## src/core/frtc_consts.svh

```systemverilog
// Purpose: offsets, field positions, reset values and step sizes of the
//          free-running timer counter.
// Assumes: byte-wide register port with a 4-bit address.
// Notes:   definitions only.
`ifndef FRTC_CONSTS_SVH
`define FRTC_CONSTS_SVH

// ****************************************
// register offsets
// ****************************************
`define FRTC_OFS_CNT_HI   4'h0
`define FRTC_OFS_CNT_LO   4'h1
`define FRTC_OFS_ALT_HI   4'h2
`define FRTC_OFS_ALT_LO   4'h3
`define FRTC_OFS_STATUS   4'h4
`define FRTC_OFS_CTRL_ONE 4'h5
`define FRTC_OFS_CTRL_TWO 4'h6
`define FRTC_OFS_IRQ_STAT 4'h7
`define FRTC_OFS_IRQ_MASK 4'h8

// ****************************************
// field positions
// ****************************************
`define FRTC_BIT_OVF      5
`define FRTC_BIT_OVF_IE   5
`define FRTC_BIT_CS_HI    3
`define FRTC_BIT_CS_LO    2
`define FRTC_BIT_EDGE     0
`define FRTC_BIT_IRQ_OVF  0

// ****************************************
// values and counts
// ****************************************
`define FRTC_CNT_RESET    16'hFFFC
`define FRTC_CNT_MAX      16'hFFFF
`define FRTC_PRESC_STEP   3'h1
`define FRTC_CNT_STEP     16'h0001

`endif

```

## src/core/frtc_pkg.sv

```systemverilog
// Purpose: types of the free-running timer counter.
// Assumes: nothing.
// Notes:   clock source decoded from the two clock-select bits.
package frtc_pkg;
    // ****************************************
    // timer clock source
    // ****************************************
    typedef enum logic [1:0] {
        src_div4,
        src_div2,
        src_div8,
        src_ext
    } frtc_src_t;
endpackage

```

## src/core/frtc_core.sv

```systemverilog
// Purpose: 16-bit free-running counter with prescaler, external clock,
//          latched two-byte reads and a maskable overflow flag.
// Assumes: the clock edge here stands for the cpu clock falling edge.
// Notes:   one clock domain; the external pin is synchronised.
`timescale 1ns/100ps
`include "frtc_consts.svh"

// Notes on behaviour
// RQ1 - tick is cpu clock over selected factor
// RQ2 - both select bits set: external pin clocks
// RQ3 - edge select bit picks active pin edge
// RQ4 - count changes only on cpu clock edge
// RQ5 - external edges at least four clocks apart
// RQ6 - rollover FFFFh to 0000h sets overflow flag
// RQ7 - irq only when enabled and unmasked
// RQ8 - flag clears: status read, then low access
// RQ9 - alternate low access never clears flag
// RQ10 - two identical read-only counter views
// RQ11 - low byte write reloads FFFCh
// RQ12 - high read first buffers low byte
// RQ13 - buffered low frozen until low read
// RQ14 - lone low read returns live byte
// RQ15 - keeps counting in wait mode
// RQ16 - reset: FFFCh, buffer, flag, prescaler cleared
// RQ17 - codes 00,01,10 divide by 4,2,8
module frtc_core
    import frtc_pkg::*;
(
    // clock and reset
    input  wire logic        clock,
    input  wire logic        rstn,
    // register port
    input  wire logic [3:0]  addr,
    input  wire logic [7:0]  wdata,
    input  wire logic        wr,
    input  wire logic        rd,
    output logic      [7:0]  rdata,
    // cpu state
    input  wire logic        cpu_irq_masked,
    // external clock pin
    input  wire logic        ext_clock_pin,
    // to capture and compare units
    output logic      [15:0] count,
    output logic             timer_tick,
    // interrupts
    output logic             timer_irq,
    output logic             irq
);

    // ****************************************
    // state
    // ****************************************
    logic [2:0]  presc;          // free prescaler
    logic [2:0]  next_presc;
    logic [15:0] next_count;
    logic        ext_s1;         // synchroniser first stage
    logic        ext_s2;         // synchroniser second stage
    logic        ext_s3;         // previous level for edges
    logic        ovf_flag;       // overflow_flag
    logic        next_ovf_flag;
    logic        clr_armed;      // status seen with flag set
    logic        next_clr_armed;
    logic        latched;        // high byte read, low pending
    logic        next_latched;
    logic [7:0]  low_buf;        // frozen low byte
    logic [7:0]  next_low_buf;
    logic [7:0]  next_rdata;
    logic        ovf_irq_en;     // overflow_irq_enable
    logic        next_ovf_irq_en;
    logic [1:0]  clk_sel;        // clock_select_hi, clock_select_lo
    logic [1:0]  next_clk_sel;
    logic        edge_sel;       // ext_edge_select, 1 = rising
    logic        next_edge_sel;
    logic        irq_stat;       // sticky overflow event
    logic        next_irq_stat;
    logic        irq_msk;        // its mask bit
    logic        next_irq_msk;

    // decoded strobes
    frtc_src_t   src;
    logic        ext_edge;
    logic        low_wr;
    logic        rd_hi;
    logic        rd_lo;
    logic        low_access;
    logic        alt_low_access;
    logic        rollover;

    // ****************************************
    // helpers
    // ****************************************
    // map the two select bits to a clock source
    function automatic frtc_src_t decode_src(input logic [1:0] sel);
        case (sel)
            2'b00:   decode_src = src_div4;  // RQ17
            2'b01:   decode_src = src_div2;  // RQ17
            2'b10:   decode_src = src_div8;  // RQ17
            default: decode_src = src_ext;   // RQ2
        endcase
    endfunction

    // true when the address names either low byte
    function automatic logic is_low(input logic [3:0] a);
        is_low = (a == `FRTC_OFS_CNT_LO) || (a == `FRTC_OFS_ALT_LO);
    endfunction

    // ****************************************
    // external pin synchroniser
    // ****************************************
    // only ext_s2 and ext_s3 feed logic; ext_s3 holds the previous level
    always_ff @(posedge clock) begin
        if (!rstn) begin
            ext_s1 <= 1'b0;
            ext_s2 <= 1'b0;
            ext_s3 <= 1'b0;
        end else begin
            ext_s1 <= ext_clock_pin;
            ext_s2 <= ext_s1;
            ext_s3 <= ext_s2;
        end
    end

    // ****************************************
    // prescaler and counter
    // ****************************************
    // the prescaler runs freely; a factor change takes effect at
    // once, so the first period after it may be short
    always_comb begin
        src = decode_src(clk_sel);
        // active edge as chosen by software
        ext_edge = edge_sel ? (ext_s2 & ~ext_s3)        // RQ3
                            : (~ext_s2 & ext_s3);       // RQ3
        case (src)
            src_div2: timer_tick = presc[0];            // RQ1
            src_div4: timer_tick = &presc[1:0];         // RQ1
            src_div8: timer_tick = &presc;              // RQ1
            src_ext:  timer_tick = ext_edge;            // RQ2
            default:  timer_tick = 1'b0;
        endcase
        low_wr     = wr && is_low(addr);
        rollover   = timer_tick && !low_wr && (count == `FRTC_CNT_MAX);
        next_presc = presc + `FRTC_PRESC_STEP;
        // a low byte write beats a tick in the same cycle
        if (low_wr) begin
            next_count = `FRTC_CNT_RESET;               // RQ11
        end else if (timer_tick) begin
            next_count = count + `FRTC_CNT_STEP;        // RQ4
        end else begin
            next_count = count;
        end
    end

    // no wait or stop input gates this process
    always_ff @(posedge clock) begin                    // RQ15
        if (!rstn) begin
            presc <= 3'h0;                              // RQ16
            count <= `FRTC_CNT_RESET;                   // RQ16
        end else begin
            presc <= next_presc;
            count <= next_count;
        end
    end

    // ****************************************
    // read path, flag and registers
    // ****************************************
    always_comb begin
        rd_hi = rd && ((addr == `FRTC_OFS_CNT_HI) || (addr == `FRTC_OFS_ALT_HI));
        rd_lo = rd && is_low(addr);
        low_access     = (rd || wr) && (addr == `FRTC_OFS_CNT_LO);
        alt_low_access = (rd || wr) && (addr == `FRTC_OFS_ALT_LO);  // RQ9

        // both views share one buffer
        next_latched = latched;
        next_low_buf = low_buf;
        if (rd_lo) begin
            next_latched = 1'b0;                        // RQ13
        end else if (rd_hi && !latched) begin
            next_latched = 1'b1;                        // RQ12
            next_low_buf = count[7:0];                  // RQ12
        end

        // arm on status read with flag set, disarm on main low access
        next_clr_armed = clr_armed;
        if (rd && (addr == `FRTC_OFS_STATUS) && ovf_flag) begin
            next_clr_armed = 1'b1;                      // RQ8
        end else if (low_access) begin
            next_clr_armed = 1'b0;
        end
        // rollover wins over a clear in the same cycle
        next_ovf_flag = rollover                        // RQ6
                      | (ovf_flag & ~(low_access & clr_armed));  // RQ8

        // sticky event, cleared by reading it; set wins
        next_irq_stat = rollover
                      | (irq_stat & ~(rd && (addr == `FRTC_OFS_IRQ_STAT)));

        // writable control bits
        next_ovf_irq_en = ovf_irq_en;
        next_clk_sel    = clk_sel;
        next_edge_sel   = edge_sel;
        next_irq_msk    = irq_msk;
        if (wr) begin
            case (addr)
                `FRTC_OFS_CTRL_ONE: begin
                    next_ovf_irq_en = wdata[`FRTC_BIT_OVF_IE];
                end
                `FRTC_OFS_CTRL_TWO: begin
                    next_clk_sel  = {wdata[`FRTC_BIT_CS_HI], wdata[`FRTC_BIT_CS_LO]};
                    next_edge_sel = wdata[`FRTC_BIT_EDGE];
                end
                `FRTC_OFS_IRQ_MASK: begin
                    next_irq_msk = wdata[`FRTC_BIT_IRQ_OVF];
                end
                default: begin
                    // read-only or unmapped: ignored
                end
            endcase
        end

        // read data, valid only in the cycle after the strobe
        next_rdata = 8'h00;
        if (rd) begin
            case (addr)
                `FRTC_OFS_CNT_HI,
                `FRTC_OFS_ALT_HI: begin
                    next_rdata = count[15:8];           // RQ10
                end
                `FRTC_OFS_CNT_LO,
                `FRTC_OFS_ALT_LO: begin
                    // buffered after a high read, live otherwise
                    next_rdata = latched ? low_buf : count[7:0];  // RQ14
                end
                `FRTC_OFS_STATUS: begin
                    next_rdata[`FRTC_BIT_OVF] = ovf_flag;
                end
                `FRTC_OFS_CTRL_ONE: begin
                    next_rdata[`FRTC_BIT_OVF_IE] = ovf_irq_en;
                end
                `FRTC_OFS_CTRL_TWO: begin
                    next_rdata[`FRTC_BIT_CS_HI] = clk_sel[1];
                    next_rdata[`FRTC_BIT_CS_LO] = clk_sel[0];
                    next_rdata[`FRTC_BIT_EDGE]  = edge_sel;
                end
                `FRTC_OFS_IRQ_STAT: begin
                    next_rdata[`FRTC_BIT_IRQ_OVF] = irq_stat;
                end
                `FRTC_OFS_IRQ_MASK: begin
                    next_rdata[`FRTC_BIT_IRQ_OVF] = irq_msk;
                end
                default: begin
                    next_rdata = 8'h00;                 // unmapped reads zero
                end
            endcase
        end
    end

    always_ff @(posedge clock) begin
        if (!rstn) begin
            latched    <= 1'b0;                         // RQ16
            low_buf    <= 8'h00;                        // RQ16
            clr_armed  <= 1'b0;
            ovf_flag   <= 1'b0;                         // RQ16
            irq_stat   <= 1'b0;
            ovf_irq_en <= 1'b0;
            clk_sel    <= 2'b00;
            edge_sel   <= 1'b0;
            irq_msk    <= 1'b0;
            rdata      <= 8'h00;
        end else begin
            latched    <= next_latched;
            low_buf    <= next_low_buf;
            clr_armed  <= next_clr_armed;
            ovf_flag   <= next_ovf_flag;
            irq_stat   <= next_irq_stat;
            ovf_irq_en <= next_ovf_irq_en;
            clk_sel    <= next_clk_sel;
            edge_sel   <= next_edge_sel;
            irq_msk    <= next_irq_msk;
            rdata      <= next_rdata;
        end
    end

    // ****************************************
    // interrupt outputs
    // ****************************************
    // the request stays pending in the flag until both gates open
    assign timer_irq = ovf_flag && ovf_irq_en && !cpu_irq_masked;  // RQ7
    assign irq       = irq_stat && irq_msk;
endmodule

```

## config.mk

```make
export PLATFORM = sky130hd
export DESIGN_NAME = frtc_core
export DESIGN_NICKNAME = d
export VERILOG_FILES = /design/src/core/frtc_pkg.sv /design/src/core/frtc_core.sv
export VERILOG_INCLUDE_DIRS = /design/src /design/src/core
export SDC_FILE = /design/constraint.sdc
export NUM_CORES = 1
export LEC_CHECK = 0
export ABC_AREA = 1
export ABC_CLOCK_PERIOD_IN_PS = 2200
export BUFFER_PORTS_ARGS = -buffer_cell sky130_fd_sc_hd__buf_2
export CORE_MARGIN = 3
export CORE_UTILIZATION = 45
export CTS_BUF_LIST = sky130_fd_sc_hd__clkbuf_8
export CTS_CLUSTER_DIAMETER = 200
export DETAILED_ROUTE_END_ITERATION = 16
export PLACE_DENSITY = 0.69
export SYNTH_ARGS = -nofsm -noshare
export SYNTH_HDL_FRONTEND = slang
export SYNTH_SLANG_ARGS = --single-unit
```

## constraint.sdc

```tcl
create_clock -name clock -period 2.2 [get_ports clock]
set_input_delay 0.33 -clock clock [delete_from_list [all_inputs] [get_ports clock]]
set_output_delay 0.33 -clock clock [all_outputs]
set_load 0.02 [all_outputs]
```

## Word level (Yosys, flattened, before mapping)

Cells that the tools add are included.

- Add/sub/neg operators: 2
- Equal/unequal tests: 14
- Muxes and demuxes: 12
- Bitwise operators: 13
- Reductions and logical operators: 34

Operators by type and width:

| cell | number |
|---|---|
| 16-bit by 1-bit adder with 16-bit output (second input constant) | 1 |
| 16-bit equality test (second input constant) | 1 |
| 4-bit by 3-bit equality test with 1-bit output (second input constant) | 4 |
| 1-bit logical AND | 13 |
| 2-bit one-hot mux with 3 select lines | 2 |
| 2-bit AND reduction | 6 |
| 4-bit by 2-bit equality test with 1-bit output (second input constant) | 2 |
| 8-bit two-way mux | 1 |
| 1-bit one-hot mux with 4 select lines | 2 |
| 2-bit OR reduction | 4 |
| 2-bit equality test (second input constant) | 3 |
| 1-bit NOT | 6 |
| 1-bit bitwise AND | 5 |
| 1-bit one-hot mux with 5 select lines | 1 |
| 2-bit by 1-bit equality test with 1-bit output (second input constant) | 2 |
| 4-bit by 1-bit equality test with 1-bit output (second input constant) | 1 |
| 4-bit equality test (second input constant) | 1 |
| 2-bit logical NOT | 2 |
| 4-bit logical NOT | 1 |
| 1-bit one-hot mux with 2 select lines | 2 |
| 2-bit one-hot mux with 2 select lines | 1 |
| 3-bit by 1-bit adder with 3-bit output (second input constant) | 1 |
| 1-bit logical NOT | 3 |
| 1-bit logical OR | 3 |
| 4 further kinds | 7 |

- Bits in registers: 47
- Word-level logic and storage cells: 90

## Depth between registers and ports, before layout

Gate-level depths: netlist (run 1).

- Depth in word-level cells: 7
- Mapped depth: 10

## Worst setup path before layout (run 1)

No wires, ideal clock.

- Path kind: register to output
- Start: register presc[0]
- End: output timer_tick
- Arrival: 1.217 ns
- Required time: 1.870 ns
- Path slack: 0.653 ns
- Cell stages (with the launch flop): 8
- Path buffers: 1
- Cell sequence: dfxtp_1 -> ha_1 -> ha_1 -> nand2_1 -> nand3_1 -> nand2_4 -> inv_2 -> buf_6

- Longest elaborated chain between the ends: 2
- Elaborated cells on any way between the ends: 3

Ends and longest elaborated chain:

| element | RTL line | text |
|---|---|---|
| from (decl) | frtc_core.sv:53 | `logic [2:0] presc;` |
| from (signal assigned) | frtc_core.sv:159 | `presc <= next_presc;` |
| 3-bit AND reduction or 2-bit AND reduction (tied branches) | frtc_core.sv:136, frtc_core.sv:135 |  |
| 1-bit one-hot mux with 4 select lines (*) | frtc_core.sv:133 | `case (src)` |
| to (decl) | frtc_core.sv:44 | `output logic timer_tick,` |

Every way passes the cells marked *; elsewhere a longest branch is shown, timed or not.

## Final worst setup path (run 1)

Ends and elaborated chain as after synthesis.

==> reports/results.tsv, run 1 <==
metric	value	unit
share of the yosys chip area belonging to registers	38.8	%
Resize count post-CTS	0	
Fmax	490	MHz
Finish-stage setup viols	0	
category of the critical setup timing path	reg2out	
maximum clock insertion buffer count	2	
Maximum Capacitance Violations	0	
RSZ-0062 raised after global routing	false	
worst hold path endpoint	ext_s1	
antenna diode count	0	
biggest area consumer among synthesized cells	dfxtp_1	
setup repair bufs after CTS	0	
crit start category	register	
Hold Path Stages	3	
cell area after synthesis	2420	µm²
Std-Cell Core Area	5170	µm²
Syn Inst Count	342	
first-pass GRT wire length	9.23	mm
worst setup path startpoint	presc[0]	
# port buffers	40	
total vias in the final route	2206	
endpoint kind of the worst setup timing path	output port	
antenna viol nets, final	0	
weighted congestion at the end of routability-driven global placement	0.853	
clock latency at the later pin of the worst-skew pair	310	ps
distinct cell type count after synthesis	31	
H-tree levels	2	
number of hold-repair buffers added at the cts stage	0	
depth of the most critical reg-to-reg path	7	
CTS tree	done	
post-layout minimum cycle time	2040	ps
worst-case headroom to the max-slew limit	75.5	%
proportion of layout cells with a drive suffix above 1	22.2	%
starting utilization of the core area	46.9	%
sum of overflow across all layers after global routing	0	
summed negative setup slack over all endpoints	0	ps
layout net count	403	
fraction of the core area covered by cells at the end of the flow	53.3	%
hold violation count in the final report	0	
warning count from the yosys run	0	
VDD IR-drop max	0.267	mV
ranking of synthesized cells by area	dfxtp_1 (39%), nand2_1 (15%), inv_1 (5.9%)	
synthesized net count	363	
Register-to-Register Setup Slack	570	ps
number of cell rows	26	
number of DRC markers in iteration 0	154	
Leakage Power	1.37	nW
post-route fraction of the period consumed by the critical path	92.7	%
pin count of the biggest net entering global routing	18	
number of antenna violations at the first check in global routing	0	
outcome	finished clean	
post-synthesis sequential element count	47	
die width	79.4	µm
final worst clock skew	10.8	ps
TritonCTS buffer count	5	
vias in the first global route	1953	
Initial DRT Pass Iterations	4	
routed via count divided by cell count	4.87	
area share of the largest cell type after synthesis	38.8	%
root cell of the clock tree	clkbuf_8	
Clock Pin Slew Worst Setup and Hold Paths	100	ps
Crit Reg-Reg Startpoint	count[1]	
Final Hold Slack	197	ps
WP data arrival	1710	ps
sum of routed wire length over all layers	5.41	mm
mean cell area of the mapped netlist	7.09	µm²
worst min-delay path category	in2reg	
Die ar.	6300	µm²
# clock sinks	47	
Reg-to-Reg End	ovf_flag	
average wire per standard cell	11.9	µm
io pins	45	
overall fraction of global-route tracks in use	18.4	%
Residual DRC	0	
Worst Tran Pin Value	367	ps
crit path max fanout	15	
PwrDens	658	nW/µm²
startpoint of the tightest hold check path	ext_clock_pin	
DIE HEIGHT	79.4	µm
Layout Area Growth over Synthesis	13.8	%
number of pins with negative max-slew slack in the final report	0	
Final HPWL DP	4.04	mm
required time at the endpoint of the critical path	1870	ps
## metal layers
layer	global-route usage [%]	vias up	part of all wire (%)	routed length, µm
li1	-	1175	-	-
met1	25.4	982	50	2690
met2	29.5	46	45	2430
met3	3.61	3	4.9	266
met4	4.64	0	0.50	27
met5	0	-	0	0
## how the worst max path moves through the flow
stage	to	cells after the start	slack, ps
after global placement	timer_tick	7	520
after CTS	timer_tick	7	140
final	timer_tick	7	160
after global routing	timer_tick	7	30
after detailed placement	timer_tick	7	500
after floorplan	timer_tick	7	650
## cell usage in the layout, fill, tap and decap left out, types with 2 or more instances in the layout
cell type / netlist / layout
o221ai_1: 2 / 2
nand3_2: 11 / 11
buf_4: 1 / 3
inv_6: 0 / 3
clkbuf_8: 0 / 5
nor2_2: 4 / 4
a21oi_1: 24 / 24
xor2_1: 5 / 5
inv_2: 8 / 8
o21ai_2: 2 / 2
buf_2: 3 / 40
ha_1: 3 / 3
nor2_1: 23 / 23
nand4_1: 10 / 10
nor3_1: 3 / 3
nand3_1: 19 / 19
nand2_2: 5 / 5
inv_1: 38 / 38
nand2_1: 95 / 95
o21ai_0: 22 / 22
dfxtp_1: 47 / 47
xnor2_1: 3 / 3
## area by class of cell
cell class              count  area (µm²)
clock buffers               5        68.8
clock inverters             3        26.3
fillers                   525        2410
inverters                  46         173
multi-input cells         239        1240
flip-flops and latches     47         941
well taps                  70        87.6
repair buffers             43         223
## Yosys cell counts, drive strengths merged
cell    instances
nand2         101
o221ai          2
clkbuf          3
inv            46
nor2           28
nand4          10
nor3            4
nand3          31
ha              3
nand3b          1
buf             7
xor2            5
a31oi           1
dfxtp          47
o21ai          25
xnor2           3
o211ai          1
a21oi          24
## critical path: stages (launching register included)
cell and delay [ps]:
dfxtp_1 370, ha_1 180, ha_1 140, nand2_1 50, nand3_1 170, nand2_4 70
inv_2 210, buf_2 220
## cell families (layout without fill, tap and decap cells)
| family | count (synthesis) | after routing | synth area share [%] |
|---|---|---|---|
| AO/OA/AOI/OAI | 53 | 53 | 11.7 |
| XOR/XNOR | 8 | 8 | 2.89 |
| adder cells (fa/ha/maj) | 3 | 3 | 1.55 |
| buffers and inverters | 56 | 97 | 10.0 |
| flip-flops | 47 | 47 | 38.8 |
| AND/OR/NAND/NOR | 175 | 175 | 35.0 |
## per-stage QoR
step / instances / setup WS, ps / instance area [µm²] / power [W]
final: 453 / 160 / 2760 / 0.00182
after global placement: 445 / 515 / 2660 / 0.00128
after detailed placement: 445 / 499 / 2660 / 0.00129
after global routing: 453 / 28.3 / 2760 / 0.00193
after CTS: 453 / 135 / 2760 / 0.00184
after floorplan: 342 / 653 / 2420 / 0.00119
## power breakdown
part | switching, W | total [W] | internal (W)
Sequential | 0.0000509 | 0.000941 | 0.000890
Clock | 0.000314 | 0.000550 | 0.000236
Combinational | 0.000212 | 0.000325 | 0.000113
Total | 0.000577 | 0.00182 | 0.00124
## flip-flops by register name, summed over array words and instances (netlist names), 2 cells and up
signal / flops
clk_sel: 2
count: 16
low_buf: 8
presc: 3
rdata: 8
No activity file was read; power rests on OpenSTA's default activity.
==> run 2, diff against run 1 <==
--- a/config.mk
+++ b/config.mk
@@ -7,9 +7,9 @@
 export NUM_CORES = 1
 export LEC_CHECK = 0
 export ABC_AREA = 1
-export ABC_CLOCK_PERIOD_IN_PS = 2200
+export ABC_CLOCK_PERIOD_IN_PS = 2250
 export BUFFER_PORTS_ARGS = -buffer_cell sky130_fd_sc_hd__buf_2
-export CORE_MARGIN = 3
+export CORE_MARGIN = 4
 export CORE_UTILIZATION = 45
 export CTS_BUF_LIST = sky130_fd_sc_hd__clkbuf_8
 export CTS_CLUSTER_DIAMETER = 200
==> constraint.sdc (replaced) <==
create_clock -name clock -period 2.25 [get_ports clock]
set_input_delay 0.3375 -clock clock [delete_from_list [all_inputs] [get_ports clock]]
set_output_delay 0.3375 -clock clock [all_outputs]
set_load 0.02 [all_outputs]
==> run 2 against run 1 <==
Sequential share of layout area is 0.22 points lower. Count of clock-buffer cells in the layout stayed put. Critical path depth is the same. Combinational power is 2% lower. Non-clock buffer count did not move. Clock skew rose by 0.82 ps. Largest power group unchanged. Power increased by 2.4%. Critical path type unchanged. First-iteration DRC count fell by 12%. Die area increased by 5.1%. Critical endpoint unchanged. Via count down 0.63%.
==> reports/results.tsv, run 2 (synthesized netlist as in run 1, its figures left out) <==
metric	value	unit
outcome	finished clean	
post-layout minimum cycle time	2060	ps
H-tree levels	2	
WP data arrival	1720	ps
overall fraction of global-route tracks in use	18.2	%
Resize count post-CTS	0	
registers with the highest flip-flop counts	count (16), low_buf (8), rdata (8)	
fin worst setup slack	192	ps
total vias in the final route	2192	
starting utilization of the core area	46.9	%
first-pass GRT wire length	9.40	mm
crit path max fanout	15	
Std-Cell Core Area	5170	µm²
PwrDens	669	nW/µm²
most common cell after layout, fill and taps aside	nand2_1	
root cell of the clock tree	clkbuf_8	
layout net count	403	
number of pins with negative max-slew slack in the final report	0	
io pins	45	
sum of overflow across all layers after global routing	0	
final worst clock skew	11.6	ps
hold violation count in the final report	0	
Most flops, register	count	
Maximum Capacitance Violations	0	
Final HPWL DP	4.08	mm
proportion of layout cells with a drive suffix above 1	22.2	%
required time at the endpoint of the critical path	1910	ps
Finish-stage setup viols	0	
vias in the first global route	2081	
worst min-delay path category	in2reg	
Fmax	486	MHz
category of the critical setup timing path	reg2out	
sum of routed wire length over all layers	5.48	mm
number of DRC markers in iteration 0	135	
number of hold-repair buffers added at the cts stage	0	
antenna viol nets, final	0	
maximum clock insertion buffer count	2	
antenna diode count	0	
Die ar.	6620	µm²
setup repair bufs after CTS	0	
flip-flop count of the largest register, all copies and words added	16	
Initial DRT Pass Iterations	4	
Worst Tran Pin Value	380	ps
pin count of the biggest net entering global routing	18	
summed negative setup slack over all endpoints	0	ps
TritonCTS buffer count	5	
Residual DRC	0	
post-route fraction of the period consumed by the critical path	91.5	%
clock latency at the later pin of the worst-skew pair	310	ps
number of antenna violations at the first check in global routing	0	
RSZ-0062 raised after global routing	false	
routed via count divided by cell count	4.84	
Post-Place Setup Slack	530	ps
weighted congestion at the end of routability-driven global placement	0.852	
Layout Area Growth over Synthesis	14.6	%
Clock Pin Slew Worst Setup and Hold Paths	90	ps
average wire per standard cell	12.1	µm
number of cell rows	26	
crit start category	register	
DIE HEIGHT	81.4	µm
CTS tree	done	
VDD IR-drop max	0.265	mV
endpoint kind of the worst setup timing path	output port	
Leakage Power	1.38	nW
worst-case headroom to the max-slew limit	74.6	%
# port buffers	40	
commonest cells after routing, fill and taps aside	nand2_1 (95), dfxtp_1 (47), buf_2 (40)	
# clock sinks	47	
die width	81.4	µm
==> run 2: cell types whose count changed in the layout (fill, tap and decap cells not counted) <==
cell | before | now
bufinv_16 | 0 | 1
clkinv_2 | 0 | 1
clkinv_4 | 0 | 1
inv_6 | 3 | 0
==> run 2: per-layer routing <==
| layer | global-route usage, % | vias up | wire length [µm] | share of wire (%) |
|---|---|---|---|---|
| li1 | - | 1175 | - | - |
| met1 | 25.0 | 977 | 2810 | 51 |
| met2 | 29.1 | 34 | 2410 | 44 |
| met3 | 2.99 | 6 | 183 | 3.3 |
| met4 | 5.91 | 0 | 74 | 1.4 |
| met5 | 0 | - | 0 | 0 |
==> run 2: final cells by class <==
cell class                 instances  area [µm²]
clock buffer                       5        68.8
multi-input combinational        239        1240
timing repair buffer              43         223
sequential                        47         941
fill                             514        2400
clock inverter                     3        43.8
tap                               70        87.6
inverter                          46         173
==> run 2: path summary, 6_finish.rpt <==
| check | cells after the start | startpoint | endpoint | slack [ps] |
|---|---|---|---|---|
| max | 7 | presc[0] | timer_tick | 190 |
| min | 3 | ext_clock_pin | ext_s1 | 200 |
| max reg2reg | 7 | count[1] | irq_stat | 600 |
| min reg2reg | 2 | ext_s1 | ext_s2 | 430 |
==> run 2: worst max-delay path, cell delays in order, from the launching register on <==
cell	delay, ps
dfxtp_1	380
ha_1	180
ha_1	140
nand2_1	50
nand3_1	160
nand2_4	70
inv_2	210
buf_2	220
==> run 2: power breakdown <==
part           switching [W]  internal [W]
registers          0.0000501      0.000870
clock network       0.000290      0.000331
logic               0.000207      0.000110
==> run 2: stage by stage <==
stage	util (%)	power (W)	area, µm²	cells	hold WS (ps)
after floorplan	-	0.00117	2420	342	390
after global placement	51.5	0.00125	2660	445	396
after detailed placement	51.5	0.00126	2660	445	413
after CTS	53.7	0.00188	2780	453	199
after global routing	53.7	0.00195	2780	453	210
final	53.7	0.00186	2780	453	204
